`src/common/spi_slave_pkg.sv`:
```
// Shared constants and carriers for the slave serial engine.
// Assumes a 32-bit AXI4-Lite register bus with a 5-bit byte address.
package spi_slave_pkg;

  localparam int REG_ADDR_W = 5;
  localparam int BYTE_BITS = 8;
  localparam int CNT_W = $clog2(BYTE_BITS);
  localparam int IRQ_BITS = 2;

  // Register byte addresses
  localparam logic [REG_ADDR_W-1:0] ADDR_CTRL = 5'h00;
  localparam logic [REG_ADDR_W-1:0] ADDR_DATA = 5'h04;
  localparam logic [REG_ADDR_W-1:0] ADDR_STAT = 5'h08;
  localparam logic [REG_ADDR_W-1:0] ADDR_ISTAT = 5'h0c;
  localparam logic [REG_ADDR_W-1:0] ADDR_ICLR = 5'h10;
  localparam logic [REG_ADDR_W-1:0] ADDR_IEN = 5'h14;

  // Interrupt bit positions
  localparam int IRQ_BYTE_POS = 0;
  localparam int IRQ_TXFREE_POS = 1;

  // Reset values
  localparam logic [5:0] CTRL_RESET = 6'h04;
  localparam logic [IRQ_BITS-1:0] IEN_RESET = 2'h0;
  localparam logic [2:0] PIN_RESET = 3'h1;

  localparam logic [1:0] RESP_OKAY = 2'h0;
  localparam logic [1:0] RESP_SLVERR = 2'h2;

  // Control register layout, bit 5 down to bit 0
  typedef struct packed {
    logic cpol;
    logic cpha;
    logic modeHi;
    logic modeLo;
    logic masterSel;
    logic enable;
  } ctrl_s;

  // Serial pins as seen after synchronisation
  typedef struct packed {
    logic sck;
    logic mosi;
    logic nss;
  } pins_s;

endpackage

```
`src/rtl/pin_sync.sv`:
```
// Two-stage synchroniser with edge detection for a group of pins.
// Assumes inputs are asynchronous to sys_clk.
`timescale 1ns/10ps
module pin_sync
  import spi_slave_pkg::*;
#(
  parameter int W = 3,
  parameter logic [W-1:0] INIT = '0
) (
  input wire logic sys_clk,
  input wire logic reset,
  input wire logic [W-1:0] din,
  output logic [W-1:0] level,
  output logic [W-1:0] rise,
  output logic [W-1:0] fall
);

  logic [W-1:0] meta_r;
  logic [W-1:0] sync_r;
  logic [W-1:0] prev_r;

  always_ff @(posedge sys_clk) begin
    if (reset) begin
      meta_r <= INIT;
      sync_r <= INIT;
      prev_r <= INIT;
    end else begin
      meta_r <= din;
      sync_r <= meta_r;
      prev_r <= sync_r;
    end
  end

  // Edges come from the second and third stage only
  assign level = sync_r;
  assign rise = sync_r & ~prev_r;
  assign fall = ~sync_r & prev_r;

endmodule

```
`src/rtl/spi_shifter.sv`:
```
// Receive and transmit shift registers with the bit counter.
// Assumes single-cycle edge strobes from synchronised serial clock.
`timescale 1ns/10ps
module spi_shifter
  import spi_slave_pkg::*;
#(
  parameter int BITS = BYTE_BITS
) (
  input wire logic sys_clk,
  input wire logic reset,
  input wire logic clear,
  input wire logic sampleEdge,
  input wire logic shiftEdge,
  input wire logic mosiBit,
  input wire logic load,
  input wire logic [BITS-1:0] loadByte,
  output logic misoBit,
  output logic [BITS-1:0] rxByte,
  output logic byteDone,
  output logic [$clog2(BITS)-1:0] bitCount
);

  localparam logic [$clog2(BITS)-1:0] LAST = ($clog2(BITS))'(BITS - 1);

  logic [BITS-1:0] txSr_r;
  logic [BITS-1:0] rxSr_r;
  logic [BITS-1:0] rxByte_r;
  logic [$clog2(BITS)-1:0] cnt_r;
  logic done_r;

  wire [BITS-1:0] rxNext = {rxSr_r[BITS-2:0], mosiBit};
  wire lastBit = (cnt_r == LAST);

  always_ff @(posedge sys_clk) begin
    if (reset) begin
      rxSr_r <= '0;
      rxByte_r <= '0;
      cnt_r <= '0;
      done_r <= 1'b0;
    end else begin
      done_r <= 1'b0;
      if (clear) begin
        cnt_r <= '0;
      end else if (sampleEdge) begin
        rxSr_r <= rxNext;
        cnt_r <= lastBit ? '0 : cnt_r + 1'b1;
        if (lastBit) begin
          rxByte_r <= rxNext;
          done_r <= 1'b1;
        end
      end
    end
  end

  // Output shifts only between bits of a byte, never before the first one
  always_ff @(posedge sys_clk) begin
    if (reset) begin
      txSr_r <= '0;
    end else if (load) begin
      txSr_r <= loadByte;
    end else if (shiftEdge && cnt_r != '0 && !clear) begin
      txSr_r <= {txSr_r[BITS-2:0], 1'b0};
    end
  end

  assign misoBit = txSr_r[BITS-1];
  assign rxByte = rxByte_r;
  assign byteDone = done_r;
  assign bitCount = cnt_r;

endmodule

```
`src/rtl/spi_slave_engine.sv`:
```
// Slave serial engine with AXI4-Lite registers and one interrupt line.
// Assumes an external master drives the serial clock and select pins.
// How it works
// - The engine works as a slave only while enabled and not set up as master.
// - Bits are taken from the data-in pin and offered on the data-out pin on the master's clock edges.
// - A counter of clock edges raises the byte done flag and stores the byte after eight bits.
// - Reading the data port returns the receive buffer.
// - The engine never begins a transfer itself; all activity follows the master's clock.
// - Writing the data port fills a transmit buffer separate from the shift register.
// - An empty shift register takes the transmit buffer at once.
// - A busy shift register takes the transmit buffer only after the last edge of a byte.
// - Four-wire slave mode is the reset default, with mode bits high 0 and low 1.
// - In four-wire mode the select pin enables the engine when low and idles it when high.
// - In four-wire mode each falling edge of select clears the bit counter.
// - With both mode bits 0 the engine runs three-wire and ignores the select pin.
// - In three-wire mode only leaving slave operation, by disabling the port or setting master select, clears the bit counter.
`timescale 1ns/10ps
module spi_slave_engine
  import spi_slave_pkg::*;
(
  input wire logic sys_clk,
  input wire logic reset,
  input wire logic [REG_ADDR_W-1:0] s_axi_awaddr,
  input wire logic s_axi_awvalid,
  output logic s_axi_awready,
  input wire logic [31:0] s_axi_wdata,
  input wire logic [3:0] s_axi_wstrb,
  input wire logic s_axi_wvalid,
  output logic s_axi_wready,
  output logic [1:0] s_axi_bresp,
  output logic s_axi_bvalid,
  input wire logic s_axi_bready,
  input wire logic [REG_ADDR_W-1:0] s_axi_araddr,
  input wire logic s_axi_arvalid,
  output logic s_axi_arready,
  output logic [31:0] s_axi_rdata,
  output logic [1:0] s_axi_rresp,
  output logic s_axi_rvalid,
  input wire logic s_axi_rready,
  input wire logic sck,
  input wire logic mosi,
  input wire logic nss,
  output logic miso,
  output logic misoOe,
  output logic irq
);

  function automatic logic isMapped(input logic [REG_ADDR_W-1:0] a);
    isMapped = (a == ADDR_CTRL) || (a == ADDR_DATA) || (a == ADDR_STAT) ||
               (a == ADDR_ISTAT) || (a == ADDR_ICLR) || (a == ADDR_IEN);
  endfunction

  // Pin synchronisation
  pins_s pinLvl;
  pins_s pinRise;
  pins_s pinFall;

  pin_sync #(
    .W(3),
    .INIT(PIN_RESET)
  ) u_sync (
    .sys_clk(sys_clk),
    .reset(reset),
    .din({sck, mosi, nss}),
    .level(pinLvl),
    .rise(pinRise),
    .fall(pinFall)
  );

  // Register state
  ctrl_s ctrl_r;
  logic [IRQ_BITS-1:0] ien_r;
  logic [IRQ_BITS-1:0] istat_r;
  logic [7:0] txBuf_r;
  logic txFull_r;
  logic shiftFull_r;

  // Bus channel state
  logic awHeld_r;
  logic [REG_ADDR_W-1:0] awAddr_r;
  logic wHeld_r;
  logic [31:0] wData_r;
  logic [3:0] wStrb_r;
  logic bvalid_r;
  logic [1:0] bresp_r;
  logic rvalid_r;
  logic [31:0] rdata_r;
  logic [1:0] rresp_r;

  // Shifter results
  logic [7:0] rxByte;
  logic byteDone;
  logic misoBit;
  logic [CNT_W-1:0] bitCount;

  // Mode decode
  wire slaveMode = ctrl_r.enable && !ctrl_r.masterSel;
  wire fourWire = !ctrl_r.modeHi && ctrl_r.modeLo;
  wire threeWire = !ctrl_r.modeHi && !ctrl_r.modeLo;
  wire selected = threeWire || (fourWire && !pinLvl.nss);
  wire active = slaveMode && selected;

  // Edge selection from polarity and phase
  wire leadEdge = ctrl_r.cpol ? pinFall.sck : pinRise.sck;
  wire trailEdge = ctrl_r.cpol ? pinRise.sck : pinFall.sck;
  wire sampleEdge = active && (ctrl_r.cpha ? trailEdge : leadEdge);
  wire shiftEdge = active && (ctrl_r.cpha ? leadEdge : trailEdge);
  wire nssClear = fourWire && pinFall.nss;
  wire counterClear = !slaveMode || nssClear;

  // Write channel decode
  wire wrFire = awHeld_r && wHeld_r && !bvalid_r;
  wire wrOk = wrFire && isMapped(awAddr_r);
  wire wrLow = wrOk && wStrb_r[0];
  wire ctrlWrite = wrLow && (awAddr_r == ADDR_CTRL);
  wire dataWrite = wrLow && (awAddr_r == ADDR_DATA);
  wire ienWrite = wrLow && (awAddr_r == ADDR_IEN);
  wire iclrWrite = wrLow && (awAddr_r == ADDR_ICLR);
  wire [IRQ_BITS-1:0] clrMask = iclrWrite ? wData_r[IRQ_BITS-1:0] : '0;

  // Transmit buffer hand-over
  wire loadNow = txFull_r && (!shiftFull_r || byteDone);
  wire txFull_nxt = dataWrite ? 1'b1 : (loadNow ? 1'b0 : txFull_r);
  wire shiftFull_nxt = loadNow ? 1'b1 : (byteDone ? 1'b0 : shiftFull_r);

  // Interrupt events, set wins over clear
  logic [IRQ_BITS-1:0] events;
  assign events[IRQ_BYTE_POS] = byteDone;
  assign events[IRQ_TXFREE_POS] = loadNow;
  wire [IRQ_BITS-1:0] istat_nxt = (istat_r & ~clrMask) | events;

  spi_shifter #(
    .BITS(BYTE_BITS)
  ) u_shift (
    .sys_clk(sys_clk),
    .reset(reset),
    .clear(counterClear),
    .sampleEdge(sampleEdge),
    .shiftEdge(shiftEdge),
    .mosiBit(pinLvl.mosi),
    .load(loadNow),
    .loadByte(txBuf_r),
    .misoBit(misoBit),
    .rxByte(rxByte),
    .byteDone(byteDone),
    .bitCount(bitCount)
  );

  // Read decode
  wire arFire = s_axi_arvalid && !rvalid_r;
  wire [31:0] ctrlRd = {26'h0, ctrl_r};
  wire [31:0] dataRd = {24'h0, rxByte};
  wire [31:0] statRd = {24'h0, 1'b0, bitCount, 1'b0, active, shiftFull_r, txFull_r};
  wire [31:0] istatRd = {30'h0, istat_r};
  wire [31:0] ienRd = {30'h0, ien_r};
  wire [31:0] rdSel = (s_axi_araddr == ADDR_CTRL) ? ctrlRd :
                      (s_axi_araddr == ADDR_DATA) ? dataRd :
                      (s_axi_araddr == ADDR_STAT) ? statRd :
                      (s_axi_araddr == ADDR_ISTAT) ? istatRd :
                      (s_axi_araddr == ADDR_IEN) ? ienRd : 32'h0;

  always_ff @(posedge sys_clk) begin
    if (reset) begin
      ctrl_r <= ctrl_s'(CTRL_RESET);
      ien_r <= IEN_RESET;
      istat_r <= '0;
      txBuf_r <= 8'h00;
      txFull_r <= 1'b0;
      shiftFull_r <= 1'b0;
    end else begin
      if (ctrlWrite) begin
        ctrl_r <= ctrl_s'(wData_r[5:0]);
      end
      if (ienWrite) begin
        ien_r <= wData_r[IRQ_BITS-1:0];
      end
      if (dataWrite) begin
        txBuf_r <= wData_r[7:0];
      end
      istat_r <= istat_nxt;
      txFull_r <= txFull_nxt;
      shiftFull_r <= shiftFull_nxt;
    end
  end

  // Write address and data are taken in either order
  always_ff @(posedge sys_clk) begin
    if (reset) begin
      awHeld_r <= 1'b0;
      awAddr_r <= '0;
      wHeld_r <= 1'b0;
      wData_r <= 32'h0;
      wStrb_r <= 4'h0;
    end else begin
      if (s_axi_awvalid && !awHeld_r) begin
        awHeld_r <= 1'b1;
        awAddr_r <= s_axi_awaddr;
      end else if (wrFire) begin
        awHeld_r <= 1'b0;
      end
      if (s_axi_wvalid && !wHeld_r) begin
        wHeld_r <= 1'b1;
        wData_r <= s_axi_wdata;
        wStrb_r <= s_axi_wstrb;
      end else if (wrFire) begin
        wHeld_r <= 1'b0;
      end
    end
  end

  always_ff @(posedge sys_clk) begin
    if (reset) begin
      bvalid_r <= 1'b0;
      bresp_r <= RESP_OKAY;
    end else if (wrFire) begin
      bvalid_r <= 1'b1;
      bresp_r <= isMapped(awAddr_r) ? RESP_OKAY : RESP_SLVERR;
    end else if (s_axi_bready) begin
      bvalid_r <= 1'b0;
    end
  end

  always_ff @(posedge sys_clk) begin
    if (reset) begin
      rvalid_r <= 1'b0;
      rdata_r <= 32'h0;
      rresp_r <= RESP_OKAY;
    end else if (arFire) begin
      rvalid_r <= 1'b1;
      rdata_r <= rdSel;
      rresp_r <= isMapped(s_axi_araddr) ? RESP_OKAY : RESP_SLVERR;
    end else if (s_axi_rready) begin
      rvalid_r <= 1'b0;
    end
  end

  assign s_axi_awready = !awHeld_r;
  assign s_axi_wready = !wHeld_r;
  assign s_axi_bvalid = bvalid_r;
  assign s_axi_bresp = bresp_r;
  assign s_axi_arready = !rvalid_r;
  assign s_axi_rvalid = rvalid_r;
  assign s_axi_rdata = rdata_r;
  assign s_axi_rresp = rresp_r;

  // Data out is driven only while selected as an active slave
  assign miso = misoBit;
  assign misoOe = active;
  assign irq = |(istat_r & ien_r);
endmodule

```
`config.mk`:
```
export PLATFORM = sky130hd
export DESIGN_NAME = spi_slave_engine
export DESIGN_NICKNAME = d
export VERILOG_FILES = /design/src/common/spi_slave_pkg.sv /design/src/rtl/pin_sync.sv /design/src/rtl/spi_shifter.sv /design/src/rtl/spi_slave_engine.sv
export SDC_FILE = /design/constraint.sdc
export NUM_CORES = 1
export LEC_CHECK = 0
export ABC_AREA = 1
export BUFFER_PORTS_ARGS = -buffer_cell sky130_fd_sc_hd__buf_4
export CORE_MARGIN = 2
export CORE_UTILIZATION = 35
export CTS_CLUSTER_SIZE = 24
export DETAILED_ROUTE_END_ITERATION = 8
export PLACE_DENSITY_LB_ADDON = 0.3
export SKIP_LAST_GASP = 1
export SLEW_MARGIN = 15
export SYNTH_ARGS = -nofsm -noshare
export SYNTH_HDL_FRONTEND = slang
export SYNTH_HIERARCHICAL = 1
export SYNTH_SLANG_ARGS = --single-unit
```
`constraint.sdc`:
```
create_clock -name sys_clk -period 3.3 [get_ports sys_clk]
set_clock_uncertainty 0.1 [all_clocks]
set_input_delay 0.66 -clock sys_clk [delete_from_list [all_inputs] [get_ports sys_clk]]
set_output_delay 0.66 -clock sys_clk [all_outputs]
set_load 0.05 [all_outputs]
```
# --- Yosys cells after proc, flatten, opt, wreduce, memory -nomap -nowiden ---
# Index checks and enable logic that the tools add are counted.
word_totals:
  reg_bits: 110
  input_bits: 56
  output_inout_bits: 44
  elab_cells: 139
op_classes:
  n_addsub: 1
  eq_ne: 11
  mux: 27
  n_bitwise: 10
  n_reduce_logical: 61
op_table:
  columns: ["operator", "n"]
  rows:
  - ["8-bit two-way mux", 4]
  - ["1-bit logical AND", 22]
  - ["5-bit by 4-bit equality test with 1-bit output (second input constant)", 4]
  - ["5-bit equality test (second input constant)", 4]
  - ["1-bit two-way mux", 16]
  - ["2-bit nonzero test", 7]
  - ["1-bit logical OR", 13]
  - ["1-bit logical NOT", 11]
  - ["5-bit by 3-bit equality test with 1-bit output (second input constant)", 2]
  - ["5-bit logical NOT", 2]
  - ["2-bit two-way mux", 5]
  - ["7-bit two-way mux", 1]
  - ["3-bit AND", 2]
  - ["3-bit inverter", 2]
  - ["2-bit AND", 2]
  - ["2-bit OR reduction", 2]
  - ["3-bit by 1-bit adder with 3-bit output (second input constant)", 1]
  - ["3-bit equality test (second input constant)", 1]
  - ["3-bit two-way mux", 1]
  - ["3-bit AND reduction", 1]
  - ["3-bit nonzero test", 1]
  - ["3-bit OR reduction", 1]
  - ["1-bit inverter", 2]
  - ["2-bit inverter", 1]
  - ["2 further kinds", 2]

# --- Depth between registers and ports, before layout ---
# Gate-level depths: netlist of run 1.
logic_depth:
  depth_word: 13
  mapped_depth: 12
  mapped_depth_nobuf: 12

# --- Modules after synthesis ---
# The synthesis of run 1 kept the hierarchy.
modules_own_cells:
  columns: ["mod", "instances", "cells_per_inst", "area_each_um2", "seq_area_each_um2"]
  rows:
  - ["spi_slave_engine", 1, 319, 2302.2, 960.9]
  - ["spi_shifter", 1, 146, 1149.9, 540.5]
  - ["pin_sync", 1, 37, 285.3, 180.2]

# --- Worst setup path after synthesis of run 1 ---
# No wires, ideal clock.
synth_path:
  path_type: "flip-flop to flip-flop"
  from: "register rvalid_r, in the netlist s_axi_rvalid"
  to: "register rdata_r[0], in the netlist s_axi_rdata[0]"
  setup_time_ns: 0.118
  arrival_ns: 1.703
  required_time_ns: 3.082
  setup_slack_ns: 1.379
  stages_incl_launch_ff: 7
  n_path_buf: 1
  period_less_slack_ns: 1.921
  path_cell_list: "dfxtp_1 inv_1 nand2_1 inv_1 buf_2 o21ai_0 nor2_1"
synth_between:
  elab_chain_cells: 2
synth_lines:
  columns: ["element", "line_no", "rtl"]
  rows:
  - ["from (decl)", "spi_slave_engine.sv:86", "logic rvalid_r;"]
  - ["from (signal assigned)", "spi_slave_engine.sv:225", "rvalid_r <= 1'b0;"]
  - ["from (signal assigned)", "spi_slave_engine.sv:229", "rvalid_r <= 1'b1;"]
  - ["from (signal assigned)", "spi_slave_engine.sv:233", "rvalid_r <= 1'b0;"]
  - ["1-bit logical NOT", null, null]
  - ["via s_axi_arready", "spi_slave_engine.sv:35", "output logic s_axi_arready,"]
  - ["1-bit logical AND", "spi_slave_engine.sv:150", "wire arFire = s_axi_arvalid && !rvalid_r;"]
  - ["to (signal assigned)", "spi_slave_engine.sv:230", "rdata_r <= rdSel;"]
  - ["to (decl)", "spi_slave_engine.sv:87", "logic [31:0] rdata_r;"]
# The timed path passes the listed nets, and every way through them passes these cells.
# A chain may end at the register's enable or synchronous reset.

# --- Final worst setup path of run 1 ---
layout_path:
  from: "register ctrl_r (netlist bit ctrlRd[3])"
  to: "output misoOe"
layout_between:
  elab_chain_cells: 5
  elab_cells_between_ends: 6
  classes_between: "reduce/logical (6)"
layout_lines:
  columns: ["element", "line_no", "rtl"]
  rows:
  - ["from (decl)", "spi_slave_engine.sv:71", "ctrl_s ctrl_r;"]
  - ["from (signal assigned)", "spi_slave_engine.sv:164", "ctrl_r <= ctrl_s'(CTRL_RESET);"]
  - ["from (signal assigned)", "spi_slave_engine.sv:172", "ctrl_r <= ctrl_s'(wData_r[5:0]);"]
  - ["1-bit logical NOT *", "spi_slave_engine.sv:98, spi_slave_engine.sv:99", null]
  - ["1-bit logical AND", "spi_slave_engine.sv:98", "wire fourWire = !ctrl_r.modeHi && ctrl_r.modeLo;"]
  - ["1-bit logical AND", "spi_slave_engine.sv:100", "wire selected = threeWire || (fourWire && !pinLvl.nss);"]
  - ["1-bit logical OR *", "spi_slave_engine.sv:100", null]
  - ["1-bit logical AND *", "spi_slave_engine.sv:101", "wire active = slaveMode && selected;"]
  - ["to (decl)", "spi_slave_engine.sv:44", "output logic misoOe,"]
# Every way passes the cells marked *; elsewhere a longest branch is shown, timed or not.

==> results of run 1 <==
cell usage in the layout (no fill, tap or decap), types with 3 or more instances in the layout:
cell and n:
nand2_1 82, ha_1 3, dfxtp_1 83, o21ai_0 37
buf_4 47, a31oi_1 3, clkbuf_8 9, nand2_2 4
conb_1 26, bufinv_16 4, inv_1 47, nand4_1 15
a21oi_2 3, nand3_1 41, a21oi_1 37, nor2_1 81
routing by layer:
metal | GRT usage (%) | share of wire (%) | wire [microns] | vias to the layer above
met5 | 0 | 0 | 0 | -
met4 | 5.57 | 1.7 | 136 | 0
met2 | 22.7 | 45 | 3500 | 79
li1 | - | - | - | 1644
met1 | 19.4 | 49 | 3850 | 1422
met3 | 4.44 | 4.6 | 362 | 11
through the flow:
| stage | worst slack [ns] | instances | instance area, sq um | power (mW) |
|---|---|---|---|---|
| floorplan | 1.38 | 520 | 3790 | 1.27 |
| global placement | 1.21 | 665 | 4030 | 1.31 |
| detailed placement | 1.22 | 665 | 4030 | 1.32 |
| CTS | 1.29 | 680 | 4300 | 2.27 |
| global route | 1.04 | 680 | 4300 | 2.34 |
| finish | 1.31 | 680 | 4300 | 2.25 |
final cells by class:
type	count	area, sq um
Multi-Input combinational cell	348	1650
Tap cell	136	170
Clock inverter	6	138
Sequential cell	83	1660
Fill cell	1064	5980
Inverter	51	199
Timing Repair Buffer	47	353
Clock buffer	9	124
worst min-delay path, stage by stage, from the launching register on:
cell	delay, ns
dfxtp_1	0.30
inv_1	0.04
nor2_1	0.03
state kept, by name, indices dropped and copies added, names as in the netlist, 5 cells and up:
| name | flops |
|---|---|
| wData_r | 8 |
| u_shift/txSr_r | 8 |
| ctrlRd | 6 |
| awAddr_r | 5 |
| u_shift/rxByte | 8 |
| s_axi_rdata | 8 |
| u_shift/rxSr_r | 7 |
| txBuf_r | 8 |
worst min path at each step:
stage	from	end	slack, ns	cells after the start
detailed placement	u_sync/meta_r[1]	u_sync/level[1]	0.30	2
CTS	u_sync/meta_r[2]	u_sync/level[2]	0.32	2
finish	u_sync/meta_r[2]	u_sync/level[2]	0.31	2
global placement	u_sync/meta_r[1]	u_sync/level[1]	0.29	2
floorplan	u_sync/meta_r[0]	u_sync/level[0]	0.29	2
global route	u_sync/meta_r[2]	u_sync/level[2]	0.33	2
power by group through the flow:
stage               Combinational, mW  Clock (mW)  Sequential [mW]
global placement                0.238           0             1.07
detailed placement              0.241           0             1.07
floorplan                       0.179           0             1.09
finish                          0.241       0.953             1.05
CTS                             0.242       0.974             1.05
global route                    0.263        1.02             1.05
==> results.toml, run 1 <==
[yosys]
netlist_area_sq_um = 3690
yosysWarningCount = 6
syn_avg_cell_area_sq_um = 7.46
synthCells = 495

[finish]
layout.nets = 599
diodes = 0
fin_util_pct = 41.8
layout-drive-gt1-share_pct = 14.7
area_delta_synth_final_pct = 16.3

[setup_path]
r2r_cells = 11
crit_end = "misoOe"
cp_common_cell = "inv_1"
crit_type = "flop to output port"
critPathRequiredTime_ns = 2.54
slowest_stage = "dfxtp_1"
critPathMaxFanout = 3
start_kind = "flop"
critPathTopFamily = "buffers and inverters"
end_kind = "output port"
cp_data_arrival_time_ns = 1.23
r2r_slack_ns = 1.35
timing.rr.start = "u_sync/level[2]"
startpoint = "ctrlRd[3]"
path_cells = "inv_1, nand4_1, inv_1, buf_4"
timing.rr.end = "u_shift/rxByte[4]"
crit_buf_inv = 3
cp_num_cells = 4
critPathMaxStageDelay_ns = 0.32

[floorplan]
start_util_pct = 36.0
die_x_microns = 107
io_pins = 100
rows = 37
core_area_sq_um = 10300
die-area_sq_um = 11400
die_h_microns = 107

[timing]
fin_setup_tns_ns = 0
tightest_slew_ns = 0.684
hold_viol = 0
fin_worst_hold_slack_ns = 0.308
fin_crit_ns = 1.99
setup_viol = 0
slew_headroom_pct = 54.3
rsz0062_at_grt = "no"
fmax_mhz = 502
fin_crit_sh_pct = 60.4
drv_slew = 0

[clocking]
cts_tree = "done"
clockBufferDepth = 2
cts_setup_buffers = 0
path_clk_slew_ns = 0.09
cts_made_buffers = 9
cts_hold_buf = 0
root_buffer = "clkbuf_8"
clock_latency_ns = 0.37
htreeDepth = 3
cts.sinks = 83
ctsResizeCount = 0

[grt]
grt_pass1_vias = 2924
grtUsageTotal_pct = 14.7
grt_pass1_wl_mm = 13.4
antenna_found_initial = 0
grt.overflow.total = 0
grt_max_degree = 44

[detailed_routing]
drt-vias-per-instance = 4.64
wl_per_cell_microns = 11.5
num_vias = 3156
remaining_drc_errors = 0
routed_wl_mm = 7.85
dr.pass1.iters = 4
drtAntennaViolNets = 0
drtIter0Drc = 131

[power]
power.leakage_nw = 1.87
p_sw_mw = 0.579
power_frac_seq_pct = 46.8
ir_drop_mv = 0.206
swShare_pct = 25.8
cellInternalPower_mw = 1.67
clkPwrFrac_pct = 42.5
pwr-share-comb_pct = 10.7
power_density_nw_per_um2 = 523

[placement]
gp_congestion = 0.805
io_buffers = 46
hpwl_mm = 5.64

[flow_run]
cap_violations = 0

[worst_hold_path]
hp-class = "flop to flop"

[status]
status = "finished, final reports clean"
Power figures use the tool's default switching activity.
==> run 2: changes to the inputs <==
clock period = 2 ns   (was 3.3 ns; I/O delays follow)
==> run 2 against run 1 <==
Via count is 1.6% higher. First-iteration DRC count grew 45%. Register-to-register slack worse by 1.1 ns. Clock-buffer cell count unchanged. Global-route usage about the same. Hold slack lost 0.19 ns. Critical path depth is 7 higher. Total power up 58%. Critical endpoint is now u_shift/rxSr_r[0]. Design area up 2.1%. Final cell count grew 2.2%. Non-clock buffer count up 14. Sequential power grew 65%.
==> results.toml, run 2 (synthesized netlist as in run 1, its figures left out) <==
[detailed_routing]
route.met2.wl_mm = 3.57
routed_wl_mm = 7.83
top_layer_used = "met4"
drtIter0Drc = 190
num_vias = 3205
wl_met3_microns = 297
wl_met1_mm = 3.81
wl_per_cell_microns = 11.3
drt-vias-per-instance = 4.61
remaining_drc_errors = 0
dr.pass1.iters = 5
drtAntennaViolNets = 0

[setup_path]
critPathRequiredTime_ns = 2.16
end_kind = "flop"
critPathMaxStageDelay_ns = 0.34
critPathMaxFanout = 7
slowest_stage = "dfxtp_1"
crit_type = "flop to flop"
cp_data_arrival_time_ns = 1.90
crit_buf_inv = 4
path_cells = "inv_1, nor2_1, inv_1, o21ai_1, o21ai_0, nor2_1, inv_2, nor2_4, inv_2, o21ai_0, a21oi_1"
start_kind = "flop"
critPathTopFamily = "compound AO/OA/AOI/OAI gates"

[power]
power_mw = 3.55
swShare_pct = 28.6
ir_drop_mv = 0.341
power.leakage_nw = 1.92
p_sw_mw = 1.02
power_frac_seq_pct = 48.8
clkPwrFrac_pct = 39.5
pwr-share-comb_pct = 11.7
power_density_nw_per_um2 = 810
cellInternalPower_mw = 2.54

[clocking]
cts_tree = "done"
cts.sinks = 83
htreeDepth = 3
root_buffer = "clkbuf_8"
path_clk_slew_ns = 0.09
clockBufferDepth = 2
cts_made_buffers = 9
clock_latency_ns = 0.37

[finish]
layout-drive-gt1-share_pct = 17.5
diodes = 0
layout.nets = 613
area_delta_synth_final_pct = 18.7
layout_common_cells = "dfxtp_1 (83), nand2_1 (81), nor2_1 (81)"
final-instance-count-excl-fill = 695
layout_commonest_cell = "dfxtp_1"

[worst_hold_path]
hp-class = "primary input to flop"

[grt]
antenna_found_initial = 0
grtUsageTotal_pct = 14.8
grt_pass1_vias = 2933
grt.overflow.total = 0
grt_pass1_wl_mm = 13.5
grt_max_degree = 28

[timing]
drv_slew = 0
fmax_mhz = 574
setup_viol = 0
layout_setup_ws_ns = 0.259
hold_viol = 0
fin_crit_ns = 1.74
fin_crit_sh_pct = 87.0

[placement]
place_ws_ns = 0.206
hpwl_mm = 5.73
dp.cells = 675
io_buffers = 46
gp_congestion = 0.856

[status]
status = "finished, final reports clean"

[floorplan]
io_pins = 100
start_util_pct = 36.0
die_x_microns = 107
die-area_sq_um = 11400
die_h_microns = 107
core_area_sq_um = 10300
rows = 37

[flow_run]
cap_violations = 0
-- run 2: area by class of cell --
cell class              instances  area (sq um)
multi-input cells             348          1650
flip-flops and latches         83          1660
repair buffers                 61           474
well taps                     136           170
clock buffers                   9           124
inverters                      51           199
clock inverters                 7           105
fillers                      1062          5890
-- run 2: path summary, 6_finish.rpt --
| kind | startpoint | endpoint | slack (ns) | cells past startpoint |
|---|---|---|---|---|
| worst max-delay path | u_sync/level[2] | u_shift/rxSr_r[0] | 0.26 | 11 |
| worst min-delay path | nss | u_sync/meta_r[0] | 0.11 | 3 |
| worst max register to register | u_sync/level[2] | u_shift/rxSr_r[0] | 0.26 | 11 |
| worst min register to register | u_sync/meta_r[2] | u_sync/level[2] | 0.31 | 2 |
-- run 2: metal layers --
metal | GRT usage, % | vias to the layer above
li1 | - | 1676
met1 | 19.7 | 1437
met2 | 22.8 | 80
met3 | 3.40 | 12
met4 | 6.59 | 0
met5 | 0 | -
-- run 2: worst register-to-register path: stages, from the launching register on --
cell	delay [ns]
dfxtp_1	0.34
inv_1	0.05
nor2_1	0.08
inv_1	0.06
o21ai_1	0.15
o21ai_0	0.10
nor2_1	0.13
inv_2	0.08
nor2_4	0.23
inv_2	0.11
o21ai_0	0.16
a21oi_1	0.06
-- run 2: what timing repair did --
item / 4_1_cts / 5_1_grt
hold buffers: 0 / 0
endpoints found under the hold margin: 0 / 0
gates resized for setup: 0 / 6
setup endpoints to repair: 0 / 12
setup buffers: 0 / 4
-- run 2: metrics by stage --
step	util, %	cell area [sq um]	setup TNS [ns]	hold WS (ns)
after detailed placement	40.1	4120	0	0.294
after floorplan	-	3790	0	0.286
after global routing	42.7	4390	-0.0106	0.105
after global placement	40.1	4120	0	0.290
final	42.7	4390	0	0.114
after CTS	42.3	4350	0	0.0979
-- run 2: power groups by stage --
stage	clock [mW]	combinational [mW]	sequential, mW
floorplan	0	0.295	1.80
global placement	0	0.412	1.77
detailed placement	0	0.417	1.77
CTS	1.43	0.418	1.74
global route	1.51	0.455	1.74
finish	1.40	0.416	1.73
==> run 3: changes to the inputs <==
PLACE_DENSITY = 0.63   (was not set)
PLACE_DENSITY_LB_ADDON = not set   (was 0.3)
==> run 3 against run 2 <==
Combinational power fell by 1%. Utilization fell by 1.0 points. Register-to-register slack got worse by 0.06 ns. Sequential cell count stayed put. Non-clock buffer count shrank 4. Clock-buffer cell count is 3 higher. Final cell count down 0.58%. Sequential share of layout area increased by 0.92 points. First-iteration DRC count shrank 44%. Sequential power is essentially flat. Largest power group unchanged.
==> results.toml, run 3 (synthesized netlist as in run 1, its figures left out) <==
[worst_hold_path]
worstHoldEndpoint = "u_sync/meta_r[0]"
whs_path_depth = 3
hp-class = "primary input to flop"
hold_start = "nss"

[status]
status = "finished, final reports clean"

[clocking]
cts_tree = "done"
cts_hold_buf = 0
htreeDepth = 3
cts.sinks = 83
clockBufferDepth = 2
cts_made_buffers = 9
path_clk_slew_ns = 0.08
root_buffer = "clkbuf_8"
clock_latency_ns = 0.36

[setup_path]
critPathRequiredTime_ns = 2.19
critPathMaxFanout = 7
timing.rr.start = "u_sync/level[2]"
cp_data_arrival_time_ns = 1.99
timing.rr.end = "u_shift/rxByte[1]"
r2r_slack_ns = 0.20
start_kind = "flop"
startpoint = "u_sync/level[2]"
end_kind = "flop"
r2r_cells = 11
crit_type = "flop to flop"

[floorplan]
rows = 37
start_util_pct = 36.0
die_h_microns = 107
io_pins = 100
core_area_sq_um = 10300
die-area_sq_um = 11400
die_x_microns = 107

[placement]
dp.cells = 674
io_buffers = 46
gp_congestion = 0.831
hpwl_mm = 5.74

[finish]
layout.nets = 609
area_delta_synth_final_pct = 15.9
layout-drive-gt1-share_pct = 16.4
layout_commonest_cell = "dfxtp_1"
layout_common_cells = "dfxtp_1 (83), nand2_1 (81), nor2_1 (81)"
diodes = 0
final-instance-count-excl-fill = 691
multi_input_area_sq_um = 1650
seqCellArea_sq_um = 1660
nFillCells = 1065

[power]
swShare_pct = 28.5
clkPwrFrac_pct = 33.1
power_density_nw_per_um2 = 749
power.leakage_nw = 1.88
power_frac_seq_pct = 54.1
p_sw_mw = 0.916
cellInternalPower_mw = 2.29
pwr-share-comb_pct = 12.8
power_mw = 3.21
ir_drop_mv = 0.298

[detailed_routing]
drtIter0Drc = 107
wl_per_cell_microns = 11.2
routed_wl_mm = 7.73
dr.pass1.iters = 5
drt-vias-per-instance = 4.62
num_vias = 3191
remaining_drc_errors = 0
drtAntennaViolNets = 0

[grt]
grt_max_degree = 28
grt_pass1_wl_mm = 13.2
grt_pass1_vias = 2975
grt.overflow.total = 0
grtUsageTotal_pct = 14.3
antenna_found_initial = 0

[timing]
rsz0062_at_grt = "no"
drv_slew = 0
fmax_mhz = 555
hold_viol = 0
fin_crit_sh_pct = 90.0
fin_setup_tns_ns = 0
setup_viol = 0
fin_crit_ns = 1.80

[flow_run]
cap_violations = 0
## run 3: cell types whose count changed in the layout (fill, tap and decap cells not counted)
cell | before | now
buf_12 | 1 | 0
buf_4 | 59 | 57
buf_6 | 1 | 0
bufinv_16 | 2 | 0
clkbuf_1 | 0 | 2
clkbuf_8 | 9 | 10
clkinv_2 | 0 | 2
inv_1 | 45 | 46
inv_2 | 4 | 3
inv_6 | 2 | 0
inv_8 | 2 | 1
o21ai_0 | 35 | 37
o21ai_1 | 2 | 0
## run 3: power by group through the flow
stage	logic, mW	registers (mW)	clock network [mW]
after CTS	0.411	1.74	1.11
final	0.411	1.73	1.06
after detailed placement	0.411	1.77	0
after floorplan	0.295	1.80	0
after global routing	0.447	1.74	1.17
after global placement	0.406	1.77	0
## run 3: stage by stage
stage                     util (%)  hold slack (ns)  cell area (sq um)  setup slack [ns]
after floorplan                  -            0.286               3790            0.0794
after global placement        39.9            0.290               4100             0.219
after detailed placement      39.9            0.299               4100             0.184
after CTS                     41.6           0.0963               4270             0.161
after global routing          41.7            0.115               4280            0.0152
final                         41.7            0.115               4280             0.199
## run 3: area by class of cell
cell class / count / share of cell area (%)
clock buffer: 12 / 3.39
clock inverter: 4 / 0.613
inverter: 51 / 4.65
multi-input combinational: 348 / 38.6
sequential: 83 / 38.8
tap: 136 / 3.97
timing repair buffer: 57 / 9.99
## run 3: critical path: stages, from the launching register on
cell	delay, ns
dfxtp_1	0.33
inv_1	0.05
nor2_1	0.08
inv_1	0.05
o21ai_0	0.20
o21ai_0	0.11
nor2_1	0.12
inv_2	0.10
nor2_4	0.20
buf_4	0.18
nand3_1	0.07
a21oi_1	0.15
## run 3: worst max-delay path by stage
stage,cells past startpoint,to
2_1_floorplan,6,s_axi_rdata[0]
3_3_place_gp,11,u_shift/rxByte[4]
3_5_place_dp,11,u_shift/rxByte[4]
4_1_cts,11,u_shift/rxByte[4]
5_1_grt,11,u_shift/rxByte[1]
6_report,11,u_shift/rxByte[1]
## run 3: per-layer routing
layer	GRT usage, %	share of wire (%)
met1	18.3	48
met2	22.8	45
met3	4.01	4.8
met4	5.84	1.7
met5	0	0
## run 3: timing repair
action                                  4_1_cts  5_1_grt
endpoints found under the setup margin        0        8
buffers inserted                              0        1
gates resized for setup                       0        2
